File: config.mk
export PLATFORM = sky130hd
export DESIGN_NAME = marker_signal_generator
export DESIGN_NICKNAME = d
export VERILOG_FILES = /design/src/hdl/marker_pkg.sv /design/src/hdl/marker_signal_generator.sv
export SDC_FILE = /design/constraint.sdc
export NUM_CORES = 2
export LEC_CHECK = 0
export BUFFER_PORTS_ARGS = -buffer_cell sky130_fd_sc_hd__buf_2
export CAP_MARGIN = 20
export CORE_MARGIN = 8
export CORE_UTILIZATION = 64
export DETAILED_ROUTE_END_ITERATION = 12
export GPL_TIMING_DRIVEN = 0
export PLACE_DENSITY_LB_ADDON = 0.1
export SLEW_MARGIN = 20
export SYNTH_ARGS = -nofsm -noshare
export SYNTH_HDL_FRONTEND = slang
export SYNTH_SLANG_ARGS = --single-unit
File: constraint.sdc
create_clock -name clk_i -period 6.06 [get_ports clk_i]
set_input_delay 0.606 -clock clk_i [delete_from_list [all_inputs] [get_ports clk_i]]
set_output_delay 0.606 -clock clk_i [all_outputs]
set_load 0.05 [all_outputs]
File: src/hdl/marker_pkg.sv
// Package for the marker signal generator: register map, fields, resets, enums.
// Assumes a single 25 MHz clock domain and an AHB-Lite slave with word access.
`default_nettype none
package marker_pkg;
  localparam int unsigned CLK_HZ = 25000000;
  localparam logic [7:0] OFS_CTRL = 8'h00;
  localparam logic [7:0] OFS_TRIG = 8'h04;
  localparam logic [7:0] OFS_CMD = 8'h08;
  localparam logic [7:0] OFS_STATUS = 8'h0c;
  localparam logic [7:0] OFS_RAMP = 8'h10;
  localparam logic [7:0] OFS_CONTROL_LIST_MODE = 8'h14;
  localparam logic [7:0] OFS_MK_BASE = 8'h20;
  localparam logic [7:0] OFS_MK_STRIDE = 8'h20;
  localparam logic [7:0] OFS_MK_MODE = 8'h00;
  localparam logic [7:0] OFS_MK_DIV = 8'h04;
  localparam logic [7:0] OFS_MK_ON = 8'h08;
  localparam logic [7:0] OFS_MK_OFF = 8'h0c;
  localparam logic [7:0] OFS_MK_DELAY = 8'h10;
  localparam logic [7:0] OFS_MK_PLEN = 8'h14;
  localparam logic [7:0] OFS_MK_PAT_LO = 8'h18;
  localparam logic [7:0] OFS_MK_PAT_HI = 8'h1c;
  localparam int unsigned CTRL_MOD_EN = 0;
  localparam int unsigned CTRL_SECONDARY = 1;
  localparam int unsigned CTRL_INV_POL = 2;
  localparam int unsigned TRIG_MODE_LSB = 0;
  localparam int unsigned TRIG_SRC = 4;
  localparam int unsigned TRIG_SUPPRESS = 5;
  localparam int unsigned TRIG_DELAY_LSB = 16;
  localparam int unsigned CMD_EXEC = 0;
  localparam int unsigned CMD_ARM = 1;
  localparam int unsigned ST_RUN = 0;
  localparam int unsigned ST_ARMED = 1;
  localparam int unsigned ST_TRIG_SEEN = 2;
  localparam logic [31:0] RST_WORD = 32'h0000_0000;
  localparam logic [31:0] RST_DIV = 32'h0000_0002;
  localparam logic [31:0] RST_ONOFF = 32'h0000_0001;
  localparam logic [31:0] RST_PLEN = 32'h0000_0040;
  localparam int unsigned MARKERS = 3;
  localparam int unsigned PATTERN_BITS = 64;
  typedef enum logic [2:0] {
    MK_RESTART,
    MK_PULSE,
    MK_PATTERN,
    MK_ONOFF,
    MK_CONTROL_LIST_MODE
  } marker_mode_t;
  typedef enum logic [2:0] {
    TM_AUTO,
    TM_RETRIGGER,
    TM_ARMED_AUTO,
    TM_ARMED_RETRIGGER,
    TM_SINGLE
  } trig_mode_t;
endpackage
`default_nettype wire

File: src/hdl/marker_signal_generator.sv
// Marker signal generator with trigger run/stop control and AHB-Lite registers.
// Assumes one symbol clock clk_i, synchronous inputs and a single AHB master.
// Operation
// (RULE_01) Three independent markers, each with own mode and settings, to user connectors.
// (RULE_02) Restart mode: one high pulse at generation start and each restart.
// (RULE_03) Pulse mode: equal high and low phases, high first at first symbol.
// (RULE_04) Pulse mode: each phase lasts divider/2 symbol periods.
// (RULE_05) Pattern mode repeats up to 64 bits, one bit per symbol.
// (RULE_06) Pattern bit 1 drives high, 0 drives low, for one symbol.
// (RULE_07) On/off mode: independent high and low phase lengths in symbols.
// (RULE_08) Control-list mode: marker follows the selected control list entry per symbol.
// (RULE_09) Without delay, markers begin at the first generated symbol.
// (RULE_10) Marker start may be postponed by a programmable symbol count.
// (RULE_11) Without triggering, generation starts right after modulation is enabled.
// (RULE_12) Trigger event comes from a trigger signal or a manual command.
// (RULE_13) Arm halts generation until the next trigger event.
// (RULE_14) Sources internal and external global; secondary mode forces sync input edge.
// (RULE_15) Trigger mode, source, delay and suppression are independent settings.
// (RULE_16) External trigger polarity applies identically to every user of the input.
// (RULE_17) Running or stopped state is always reported.
// (RULE_18) A trigger event marker can drive a user connector.
// (RULE_19) Burst gate marks ramp starts; level attenuation marks attenuation span.
// (RULE_20) Ramp time programmable; rise and fall delays shift envelope edges.
// (RULE_21) All signals sampled and aligned on the rising clock edge.
// (RULE_22) Retrigger: trigger while running restarts generation and all markers.
// (RULE_23) Markers held low while stopped or armed.
`default_nettype none
module marker_signal_generator #(
  parameter int unsigned CNT_W = 16,
  parameter int unsigned CONTROL_LIST_MODE_DEPTH = 64
) (
  input wire logic clk_i,
  input wire logic rst_i,
  input wire logic hsel_i,
  input wire logic [31:0] haddr_i,
  input wire logic [1:0] htrans_i,
  input wire logic hwrite_i,
  input wire logic [2:0] hsize_i,
  input wire logic [31:0] hwdata_i,
  input wire logic hready_i,
  output logic [31:0] hrdata_o,
  output logic hreadyout_o,
  output logic hresp_o,
  input wire logic ext_trig_i,
  input wire logic sync_in_i,
  output logic [marker_pkg::MARKERS-1:0] marker_o,
  output logic trig_mark_o,
  output logic running_o,
  output logic burst_gate_o,
  output logic lev_att_o,
  output logic ramp_o
);
  localparam int unsigned AW = $clog2(CONTROL_LIST_MODE_DEPTH);
  // Bus address phase capture
  logic wr_pend_q;
  logic [7:0] wr_addr_q;
  logic [31:0] rdata_q;
  wire addr_ok = hsel_i && hready_i && htrans_i[1];
  wire [7:0] a8 = haddr_i[7:0];
  wire do_wr = wr_pend_q;
  always_ff @(posedge clk_i) begin
    if (rst_i) begin
      wr_pend_q <= 1'b0;
      wr_addr_q <= 8'h00;
    end else begin
      wr_pend_q <= addr_ok && hwrite_i;
      wr_addr_q <= a8;
    end
  end
  // Registers
  logic [31:0] ctrl_q;
  logic [31:0] trig_q;
  logic [31:0] ramp_q;
  logic [31:0] mk_mode_q [marker_pkg::MARKERS];
  logic [31:0] mk_div_q [marker_pkg::MARKERS];
  logic [31:0] mk_on_q [marker_pkg::MARKERS];
  logic [31:0] mk_off_q [marker_pkg::MARKERS];
  logic [31:0] mk_dly_q [marker_pkg::MARKERS];
  logic [31:0] mk_plen_q [marker_pkg::MARKERS];
  logic [63:0] mk_pat_q [marker_pkg::MARKERS];
  logic [4:0] control_list_mode_mem [CONTROL_LIST_MODE_DEPTH];
  logic [AW-1:0] control_list_mode_len_q;
  wire wr_ctrl = do_wr && wr_addr_q == marker_pkg::OFS_CTRL;
  wire wr_trig = do_wr && wr_addr_q == marker_pkg::OFS_TRIG;
  wire wr_cmd = do_wr && wr_addr_q == marker_pkg::OFS_CMD;
  wire wr_ramp = do_wr && wr_addr_q == marker_pkg::OFS_RAMP;
  // Control list entries sit at 0x80 and above, one word each
  wire wr_control_list_mode = do_wr && wr_addr_q[7];
  wire wr_clen = do_wr && wr_addr_q == marker_pkg::OFS_CONTROL_LIST_MODE;
  always_ff @(posedge clk_i) begin
    if (rst_i) begin
      ctrl_q <= marker_pkg::RST_WORD;
      trig_q <= marker_pkg::RST_WORD;
      ramp_q <= marker_pkg::RST_WORD;
      control_list_mode_len_q <= '0;
    end else begin
      if (wr_ctrl) ctrl_q <= hwdata_i;
      if (wr_trig) trig_q <= hwdata_i; // RULE_15
      if (wr_ramp) ramp_q <= hwdata_i; // RULE_20
      if (wr_clen) control_list_mode_len_q <= hwdata_i[AW-1:0];
    end
  end
  // Bit 7 only selects the list window, so at most 32 entries are reachable
  always_ff @(posedge clk_i) begin
    if (wr_control_list_mode) control_list_mode_mem[AW'(wr_addr_q[6:2])] <= hwdata_i[4:0];
  end
  // Trigger control
  wire mod_en = ctrl_q[marker_pkg::CTRL_MOD_EN];
  wire secondary = ctrl_q[marker_pkg::CTRL_SECONDARY];
  wire [2:0] tmode = trig_q[marker_pkg::TRIG_MODE_LSB +: 3];
  wire [15:0] ext_delay = trig_q[marker_pkg::TRIG_DELAY_LSB +: 16];
  logic ext_lvl_q;
  logic sync_lvl_q;
  // One polarity setting shared by every consumer of the external input
  wire ext_pol = ext_trig_i ^ ctrl_q[marker_pkg::CTRL_INV_POL]; // RULE_16
  wire ext_edge = ext_pol && !ext_lvl_q;
  wire sync_edge = sync_in_i && !sync_lvl_q;
  wire ext_src = secondary ? sync_edge : (trig_q[marker_pkg::TRIG_SRC] && ext_edge); // RULE_14
  wire ext_ok = ext_src && !trig_q[marker_pkg::TRIG_SUPPRESS];
  wire cmd_exec = wr_cmd && hwdata_i[marker_pkg::CMD_EXEC];
  wire cmd_arm = wr_cmd && hwdata_i[marker_pkg::CMD_ARM];
  logic [15:0] edly_q;
  logic edly_busy_q;
  wire ext_fire = edly_busy_q && edly_q == 16'h0000;
  wire ext_now = ext_ok && ext_delay == 16'h0000;
  wire int_src = !secondary && !trig_q[marker_pkg::TRIG_SRC];
  wire trig_ev = (int_src && cmd_exec) || ext_now || ext_fire; // RULE_12
  logic run_q;
  logic armed_q;
  logic mod_en_q;
  wire auto_m = tmode == marker_pkg::TM_AUTO;
  wire armed_m = tmode == marker_pkg::TM_ARMED_AUTO || tmode == marker_pkg::TM_ARMED_RETRIGGER;
  wire retrig_ok = tmode != marker_pkg::TM_ARMED_AUTO || armed_q;
  wire auto_start = mod_en && !mod_en_q && auto_m; // RULE_11
  wire restart = mod_en && (auto_start || (!auto_m && trig_ev && (!run_q || retrig_ok))); // RULE_22
  wire stop = !mod_en || (cmd_arm && armed_m); // RULE_13
  always_ff @(posedge clk_i) begin
    if (rst_i) begin
      ext_lvl_q <= 1'b0;
      sync_lvl_q <= 1'b0;
      edly_q <= 16'h0000;
      edly_busy_q <= 1'b0;
      run_q <= 1'b0;
      armed_q <= 1'b0;
      mod_en_q <= 1'b0;
    end else begin
      ext_lvl_q <= ext_pol;
      sync_lvl_q <= sync_in_i;
      mod_en_q <= mod_en;
      if (ext_ok && ext_delay != 16'h0000) begin
        edly_busy_q <= 1'b1;
        edly_q <= ext_delay - 16'h0001;
      end else if (edly_busy_q) begin
        edly_busy_q <= edly_q != 16'h0000;
        edly_q <= edly_q - 16'h0001;
      end
      if (stop) begin
        run_q <= 1'b0;
        armed_q <= cmd_arm;
      end else if (restart) begin
        run_q <= 1'b1;
        armed_q <= 1'b0;
      end
    end
  end
  // Symbol index for the control list
  logic [AW-1:0] cl_idx_q;
  wire [AW-1:0] cl_nidx = (cl_idx_q == control_list_mode_len_q) ? '0 : cl_idx_q + 1'b1;
  wire [4:0] cl_word = control_list_mode_mem[cl_idx_q];
  // Markers register one symbol ahead, so they look at the next entry
  wire [4:0] cl_nx = control_list_mode_mem[cl_nidx];
  wire [4:0] cl_head = control_list_mode_mem[0];
  always_ff @(posedge clk_i) begin
    if (rst_i || restart) cl_idx_q <= '0;
    else if (run_q) cl_idx_q <= cl_nidx;
  end
  // Per-marker engines
  logic [marker_pkg::MARKERS-1:0] mk_q;
  genvar g;
  generate
    for (g = 0; g < marker_pkg::MARKERS; g++) begin : g_mk // RULE_01
      localparam logic [7:0] BASE = 8'(marker_pkg::OFS_MK_BASE + g * marker_pkg::OFS_MK_STRIDE);
      wire sel = do_wr && wr_addr_q[7:5] == BASE[7:5];
      wire [7:0] off = {3'b000, wr_addr_q[4:0]};
      logic [CNT_W-1:0] dly_q;
      logic [CNT_W-1:0] cnt_q;
      logic [5:0] bit_q;
      logic lvl_q;
      logic act_q;
      wire [2:0] mode = mk_mode_q[g][2:0];
      wire [CNT_W-1:0] half = CNT_W'(mk_div_q[g] >> 1);
      wire [CNT_W-1:0] on_t = mk_on_q[g][CNT_W-1:0];
      wire [CNT_W-1:0] off_t = mk_off_q[g][CNT_W-1:0];
      wire [CNT_W-1:0] dly = mk_dly_q[g][CNT_W-1:0];
      wire [5:0] plen_m1 = 6'(mk_plen_q[g] - 32'h1);
      logic nxt;
      always_comb begin
        nxt = 1'b0;
        case (mode)
          marker_pkg::MK_RESTART: nxt = 1'b0; // RULE_02
          marker_pkg::MK_PULSE: nxt = (cnt_q + 1'b1 >= half) ? !lvl_q : lvl_q; // RULE_03 RULE_04
          marker_pkg::MK_PATTERN: nxt = mk_pat_q[g][bit_q == plen_m1 ? 6'd0 : bit_q + 6'd1]; // RULE_05
          marker_pkg::MK_ONOFF: nxt = (cnt_q + 1'b1 >= (lvl_q ? on_t : off_t)) ? !lvl_q : lvl_q; // RULE_07
          marker_pkg::MK_CONTROL_LIST_MODE: nxt = cl_nx[g]; // RULE_08
          default: nxt = 1'b0;
        endcase
      end
      wire first = mode == marker_pkg::MK_PATTERN ? mk_pat_q[g][0]
                 : mode == marker_pkg::MK_CONTROL_LIST_MODE ? cl_head[g] : 1'b1;
      // A delayed list marker joins the shared list at the current symbol
      wire resume = mode == marker_pkg::MK_CONTROL_LIST_MODE ? nxt : first;
      wire flip = mode == marker_pkg::MK_PULSE ? cnt_q + 1'b1 >= half
                : mode == marker_pkg::MK_ONOFF && cnt_q + 1'b1 >= (lvl_q ? on_t : off_t);
      always_ff @(posedge clk_i) begin
        if (rst_i) begin
          mk_mode_q[g] <= marker_pkg::RST_WORD;
          mk_div_q[g] <= marker_pkg::RST_DIV;
          mk_on_q[g] <= marker_pkg::RST_ONOFF;
          mk_off_q[g] <= marker_pkg::RST_ONOFF;
          mk_dly_q[g] <= marker_pkg::RST_WORD;
          mk_plen_q[g] <= marker_pkg::RST_PLEN;
          mk_pat_q[g] <= 64'h0;
        end else if (sel) begin
          if (off == marker_pkg::OFS_MK_MODE) mk_mode_q[g] <= hwdata_i;
          if (off == marker_pkg::OFS_MK_DIV) mk_div_q[g] <= hwdata_i;
          if (off == marker_pkg::OFS_MK_ON) mk_on_q[g] <= hwdata_i;
          if (off == marker_pkg::OFS_MK_OFF) mk_off_q[g] <= hwdata_i;
          if (off == marker_pkg::OFS_MK_DELAY) mk_dly_q[g] <= hwdata_i; // RULE_10
          if (off == marker_pkg::OFS_MK_PLEN) mk_plen_q[g] <= hwdata_i;
          if (off == marker_pkg::OFS_MK_PAT_LO) mk_pat_q[g][31:0] <= hwdata_i;
          if (off == marker_pkg::OFS_MK_PAT_HI) mk_pat_q[g][63:32] <= hwdata_i;
        end
      end
      always_ff @(posedge clk_i) begin // RULE_21
        if (rst_i || stop) begin
          act_q <= 1'b0;
          lvl_q <= 1'b0;
          dly_q <= '0;
          cnt_q <= '0;
          bit_q <= 6'd0;
        end else if (restart) begin // RULE_22
          act_q <= dly == '0; // RULE_09
          dly_q <= dly;
          lvl_q <= dly == '0 ? first : 1'b0;
          cnt_q <= '0;
          bit_q <= 6'd0;
        end else if (run_q && !act_q) begin
          act_q <= dly_q == CNT_W'(1);
          dly_q <= dly_q - 1'b1;
          lvl_q <= dly_q == CNT_W'(1) ? resume : 1'b0;
        end else if (run_q) begin
          lvl_q <= nxt; // RULE_06
          cnt_q <= flip ? '0 : cnt_q + 1'b1;
          bit_q <= bit_q == plen_m1 ? 6'd0 : bit_q + 6'd1;
        end
      end
      assign mk_q[g] = lvl_q && run_q; // RULE_23
    end
  endgenerate
  // Status and register readback
  logic trig_seen_q;
  wire [31:0] status_w = {29'h0, trig_seen_q, armed_q, run_q}; // RULE_17
  wire [2:0] rd_mk = a8[7:5] - 3'd1;
  wire rd_is_mk = a8 >= marker_pkg::OFS_MK_BASE && a8 < 8'h80;
  wire [31:0] rd_mk_w = a8[4:0] == 5'h00 ? mk_mode_q[rd_mk[1:0]]
                      : a8[4:0] == 5'h04 ? mk_div_q[rd_mk[1:0]]
                      : a8[4:0] == 5'h08 ? mk_on_q[rd_mk[1:0]]
                      : a8[4:0] == 5'h0c ? mk_off_q[rd_mk[1:0]]
                      : a8[4:0] == 5'h10 ? mk_dly_q[rd_mk[1:0]]
                      : a8[4:0] == 5'h14 ? mk_plen_q[rd_mk[1:0]]
                      : a8[4:0] == 5'h18 ? mk_pat_q[rd_mk[1:0]][31:0]
                      : mk_pat_q[rd_mk[1:0]][63:32];
  wire [31:0] rd_w = a8 == marker_pkg::OFS_CTRL ? ctrl_q
                   : a8 == marker_pkg::OFS_TRIG ? trig_q
                   : a8 == marker_pkg::OFS_STATUS ? status_w
                   : a8 == marker_pkg::OFS_RAMP ? ramp_q
                   : a8 == marker_pkg::OFS_CONTROL_LIST_MODE ? 32'(control_list_mode_len_q)
                   : rd_is_mk ? rd_mk_w
                   : 32'h0000_0000;
  always_ff @(posedge clk_i) begin
    if (rst_i) begin
      rdata_q <= 32'h0000_0000;
      trig_seen_q <= 1'b0;
    end else begin
      if (addr_ok && !hwrite_i) rdata_q <= rd_w;
      // Reading status clears it, but a new event in that cycle wins
      if (trig_ev) trig_seen_q <= 1'b1;
      else if (addr_ok && !hwrite_i && a8 == marker_pkg::OFS_STATUS) trig_seen_q <= 1'b0;
    end
  end
  // Ramp edges: burst gate from control list bit 3, attenuation from bit 4
  logic [15:0] ramp_cnt_q;
  logic gate_q;
  wire gate_now = run_q && cl_word[3];
  always_ff @(posedge clk_i) begin
    if (rst_i) begin
      marker_o <= '0;
      trig_mark_o <= 1'b0;
      running_o <= 1'b0;
      burst_gate_o <= 1'b0;
      lev_att_o <= 1'b0;
      ramp_o <= 1'b0;
      gate_q <= 1'b0;
      ramp_cnt_q <= 16'h0000;
    end else begin
      marker_o <= mk_q;
      trig_mark_o <= trig_ev; // RULE_18
      running_o <= run_q;
      burst_gate_o <= gate_now; // RULE_19
      lev_att_o <= run_q && cl_word[4];
      gate_q <= gate_now;
      // Delay then ramp duration, restarted on every gate transition
      if (gate_now != gate_q) ramp_cnt_q <= (gate_now ? ramp_q[31:24] : ramp_q[23:16]) + ramp_q[15:0]; // RULE_20
      else if (ramp_cnt_q != 16'h0000) ramp_cnt_q <= ramp_cnt_q - 16'h0001;
      ramp_o <= ramp_cnt_q != 16'h0000 && ramp_cnt_q <= ramp_q[15:0];
    end
  end
  assign hrdata_o = rdata_q;
  assign hreadyout_o = 1'b1;
  assign hresp_o = 1'b0;
endmodule // marker_signal_generator
`default_nettype wire
# ---- Word-level counts from Yosys, hierarchy flattened
# Memories as Yosys holds them, arrays and structs flattened. A register that Yosys moved wholly into a read port is not among the register bits.
# Index checks and enable logic that the tools add are counted.
dict set report word_totals {
  ram_bits 1088
  wordCells 447
  reg_bits 316
  memories 8
  output_inout_bits 42
  inputBits 76
}
# name words word_bits read_ports rd_ports_with_merged_regs wr line
set mem_list {}
lappend mem_list {control_list_mode_mem 64 5 3 1 1 marker_signal_generator.sv:81} ;# logic [4:0] control_list_mode_mem [CONTROL_LIST_MODE_DEPTH];
lappend mem_list {mk_pat_q 3 64 4 0 3 marker_signal_generator.sv:80} ;# logic [63:0] mk_pat_q [marker_pkg::MARKERS];
lappend mem_list {mk_div_q 3 32 4 0 3 marker_signal_generator.sv:75} ;# logic [31:0] mk_div_q [marker_pkg::MARKERS];
lappend mem_list {mk_dly_q 3 32 4 0 3 marker_signal_generator.sv:78} ;# logic [31:0] mk_dly_q [marker_pkg::MARKERS];
lappend mem_list {mk_mode_q 3 32 4 0 3 marker_signal_generator.sv:74} ;# logic [31:0] mk_mode_q [marker_pkg::MARKERS];
lappend mem_list {mk_off_q 3 32 4 0 3 marker_signal_generator.sv:77} ;# logic [31:0] mk_off_q [marker_pkg::MARKERS];
lappend mem_list {{+2 memories} -- -- -- -- -- --}
dict set report classes {
  n_addsub 18
  n_eq_ne 47
  n_reduce_logical 97
  mux 199
  order_cmp 12
  n_bitwise 28
}
# cell count
set ops {}
lappend ops {{2-to-1 mux 32 bit} 37}
lappend ops {{2-to-1 mux 16 bit} 16}
lappend ops {{2-to-1 mux 1 bit} 133}
lappend ops {{greater-or-equal comparator 16 bit} 6}
lappend ops {{subtractor 16 x 1 -> 16 bit (second input constant)} 6}
lappend ops {{logical NOT 16 bit} 5}
lappend ops {{adder 16 x 1 -> 16 bit (second input constant)} 3}
lappend ops {{equality test 16 x 1 -> 1 bit (second input constant)} 3}
lappend ops {{nonzero test 16 bit} 3}
lappend ops {{logical AND 1 bit} 44}
lappend ops {{2-to-1 mux 6 bit} 6}
lappend ops {{equality test 5 bit (second input constant)} 7}
lappend ops {{equality test 8 x 5 -> 1 bit (second input constant)} 4}
lappend ops {{equality test 3 x 2 -> 1 bit (second input constant)} 10}
lappend ops {{adder 6 x 1 -> 6 bit (second input constant)} 4}
lappend ops {{equality test 6 bit} 4}
lappend ops {{logical NOT 8 bit} 3}
lappend ops {{bitwise OR 1 bit} 24}
lappend ops {{less-than comparator 6 x 7 -> 1 bit (second input constant)} 3}
lappend ops {{equality test 5 x 4 -> 1 bit (second input constant)} 4}
lappend ops {{binary-select mux 1 bit (select 6 bit)} 3}
lappend ops {{subtractor 6 x 1 -> 6 bit (second input constant)} 3}
lappend ops {{adder 8 x 16 -> 16 bit} 1}
lappend ops {{equality test 8 x 3 -> 1 bit (second input constant)} 2}
lappend ops {{22 further kinds} 67}

# ---- Depth between registers and ports, before layout
# An unclocked memory read counts as a cell.
dict set report logic_depth {
  depth_word 15
  mapped_depth 19
  mapped_depth_nobuf 17
}

# ---- Worst setup path after synthesis
# OpenSTA, ideal clock, no wires.
dict set report synth_path {
  kind {register to register}
  start {register (tool-made name)}
  end {register ramp_cnt_q[14]}
  n_path_buf 2
  setup_slack_ns 1.591
  period_less_slack_ns 4.469
  setup_ns 0.088
  stages_incl_launch_ff 19
  arrival_ns 4.381
  cell_sequence {dfxtp_1 -> clkbuf_1 -> buf_1 -> mux4_2 -> mux4_2 -> mux2_4 -> nand2_8 -> mux2_2 -> ha_1 -> fa_1 -> a21o_1 -> a21oi_1 -> o21bai_1 -> a21oi_1 -> o21ai_0 -> nand3_1 -> xnor2_1 -> nor2_1 -> a311oi_2}
}
# item line
set synth_lines {}
lappend synth_lines {{end signal: assignment} marker_signal_generator.sv:313} ;# if (gate_now != gate_q) ramp_cnt_q <= (gate_now ? ramp_q[31:24] : ramp_q[23:16]) + ramp_q[15:0];
lappend synth_lines {{end signal: assignment} marker_signal_generator.sv:314} ;# else if (ramp_cnt_q != 16'h0000) ramp_cnt_q <= ramp_cnt_q - 16'h0001;
lappend synth_lines {{end: declaration} marker_signal_generator.sv:292} ;# logic [15:0] ramp_cnt_q;

==> impl_results.md <==
- Status: complete, no violations
- Cell with the largest stage delay on the worst path: buf_1
- Sw Share: 0.264
- Final nets: 6504
- Slew HR: 0.0460
- CTS buffer count: 134
- Cell taking the most area after synthesis: edfxtp_1
- Max capacitance violation total: 0
- Wire per inst: 36.2 um
- First drt pass iteration count: 11
- Max incr delay on CP: 0.57 ns
- Initial core utilization: 0.643
- Comb power frac: 0.100
- Final hold vios: 0
- Busiest layer in global routing: met2
- Async S/R FF share, synth: 0
- Area delta synth->final: 11.5%
- Congestion Overflow GR: 0
- CP required: 6.73 ns
- Worst EP arrival: 6.37 ns
- Crit. End Element: flip-flop
- Final Power: 20.0 mW
- Post-synth top area share: 0.427
- Fin crit share: 0.940
- Number of global-route vias before repair: 51700
- DRC Markers: 0
- Clk Latency, worst-skew pair: 0.79 ns
- Placed Instance Area: 68200 sq um
- Finished Cell Area: 72700 sq um
- Fmax: 0.176 GHz
- Rows: 117
- Synth Warn #: 0
- Share of cells above drive strength 1: 0.0925
- Via count: 56300
- Hold_sp: sync_in_i
- EDFF count, synth: 928
- #FFs+latches synth: 1249
- Post-synthesis sequential area ratio: 0.525
- Tightest Pin Transition: 1.43 ns
- Top Ports: 118
- Slew Viols, Final: 0
- CP Cell Sequence: clkbuf_1 > buf_1 > mux4_2 > mux4_2 > mux2_4 > nand2_8 > mux2_2 > ha_1 > fa_1 > a21o_1 > a21oi_1 > o21bai_1 > a21oi_1 > o21ai_0 > nand3_1 > xnor2_1 > nor2_1 > a311oi_2
- Yosys cell types: 95
- TritonCTS clock tree: done
- GR Layer Usage met3: 0.199
- CP max FO: 10
- Leakage power: 26.6 nW
- Port Buf Inserts: 82
- Vias per cell: 7.21
- Fin util: 0.717
- Synthesized area: 65300 sq um
- DRT antenna net count: 0
- Total GRT Usage: 0.488
- Post-synth top cells: edfxtp_1 (928), and2_1 (771), nor2_1 (416)
- Final setup vio count: 0
- Family with the most delay on the worst path: multiplexers
- Syn Inst Count: 6038
- Mean Syn Cell Area: 10.8 sq um
- Critical path class: flip-flop to flip-flop
- Top FF cell, synth: edfxtp_1
- DRT Wirelength: 283 mm
- Met1 usage: 0.613
- Clock slew at reported path FFs: 0.06 ns
- CTS root buf: clkbuf_16
- Hold_buf cts: 0
- Net Sw Power: 5.28 mW
- Iteration-0 DRC Markers: 11000
- PD cells: 275 nW/um^2
- Dpl hpwl: 207 mm
- Clock Skew: 0.0218 ns
- CORE AREA: 101000 sq um
- Peak supply drop: 0.294 mV
- First-pass GRT wire length: 387 mm
- Largest net degree at the start of global routing: 35
- RSZ-0062 raised after global routing: no
- Post-CTS setup buffer count: 0
- Met2 global-route usage: 0.684
- DIE WIDTH: 335 um
- Worst path bufs/invs: 2
- Pint: 14.7 mW
- Hold Path Class: input pin to flip-flop
- H-tree depth: 4
- Count leader, synth: edfxtp_1
- Resize count post-CTS: 0
- Syn nets: 6253
- # clock sinks: 1249
- Area contributors post-synth: edfxtp_1 (43%), dfxtp_1 (9.8%), and2_1 (7.4%)
- GPL Wtd Cong: 1.10
- Crit path time final: 5.70 ns
- Final worst slack: 0.363 ns
- Dpl ws: 0.504 ns
- Startpoint types: flip-flop
- Max Root-Sink Buffers: 3
- Seq pwr share: 0.476
- Clock Power Share: 0.424
- Hold_ws: 0.103 ns
- Die Y: 335 um
- Die footprint: 112000 sq um
- Initial antenna violation count: 28
-- routing by layer --
metal  routed length (um)  share of wire
met3                47600           0.17
met1                94500           0.33
met2               114000           0.40
met5                   83        0.00029
met4                26300          0.093
-- cells by family after synthesis --
| family | count (synthesis) | share of synthesized area |
|---|---|---|
| flip-flops | 1249 | 0.525 |
| AO/OA/AOI/OAI | 1227 | 0.120 |
| buffers and inverters | 573 | 0.0348 |
| other | 2 | 0.000115 |
| XOR/XNOR | 195 | 0.0265 |
| adder cells (fa/ha/maj) | 139 | 0.0268 |
| AND/OR/NAND/NOR | 2221 | 0.180 |
| multiplexers | 432 | 0.0866 |
-- final timing paths --
check	to	cells after the start	slack, ns
min reg2reg	ctrl_q[4]	2	0.46
min	sync_lvl_q	2	0.10
max reg2reg	ramp_cnt_q[14]	18	0.36
max	ramp_cnt_q[14]	18	0.36
-- layout make-up --
type	count	area (sq um)
antenna	38	95.1
buffer	483	1960
clock buffer	180	3660
clock inverter	67	768
fill	7158	28700
inverter	90	338
multi-input combinational	4216	28900
sequential	1249	34300
tap	1368	1710
timing repair buffer	115	1060
-- registers in the layout, indices dropped and copies added, names as in the netlist, 96 cells and up, named ones only --
signal and count:
mk_dly_q 96, mk_off_q 96, mk_pat_q 192, mk_div_q 96, mk_mode_q 96, mk_on_q 96
control_list_mode_mem 160, mk_plen_q 96
-- layout by cell type (no fill, tap or decap), drive strengths merged, types with 12 or more instances in the layout --
cell       n
edfxtp   928
and2     772
clkbuf   570
nor2     417
nand2    415
a21oi    384
dfxtp    321
a211oi   301
mux2i    291
o21ai    233
buf      208
nor2b    171
ha       138
xnor2    101
mux4      99
inv       97
xor2      94
nor3      91
nand3     75
nor4      66
o22ai     64
clkinv    46
mux2      42
diode     38
and3      35
nand3b    34
or3       34
a21o      32
nand2b    31
a31oi     27
nand4     23
a2111oi   19
a221o     17
a221oi    16
o22a      16
or2       15
o211ai    14
o21bai    13
bufinv    12
nor3b     12
-- power groups by stage --
stage                     combinational (mW)  clock [mW]  sequential (mW)
after floorplan                        0.999           0             9.68
after global placement                  1.76           0             9.71
after detailed placement                1.85           0             9.71
after CTS                               1.86        8.36             9.53
after global routing                    2.01        8.66             9.55
final                                   2.01        8.48             9.54
-- metrics by stage --
| step | instances | setup TNS [ns] |
|---|---|---|
| 2_1_floorplan | 6038 | 0 |
| 3_3_place_gp | 7488 | -0.154 |
| 3_5_place_dp | 7518 | 0 |
| 4_1_cts | 7765 | 0 |
| 5_1_grt | 7777 | 0 |
| 6_report | 7806 | 0 |
-- worst reg2reg max path, stage by stage, from the launching register on --
cell and delay, ns:
dfxtp_1 0.31, clkbuf_1 0.42, buf_1 0.58, mux4_2 0.46, mux4_2 0.49, mux2_4 0.34, nand2_8 0.18, mux2_2 0.48
ha_1 0.25, fa_1 0.44, a21o_1 0.19, a21oi_1 0.24, o21bai_1 0.09, a21oi_1 0.22, o21ai_0 0.29, nand3_1 0.21
xnor2_1 0.13, nor2_1 0.07, a311oi_2 0.21
Note: power is estimated with default switching activity, not from simulation.
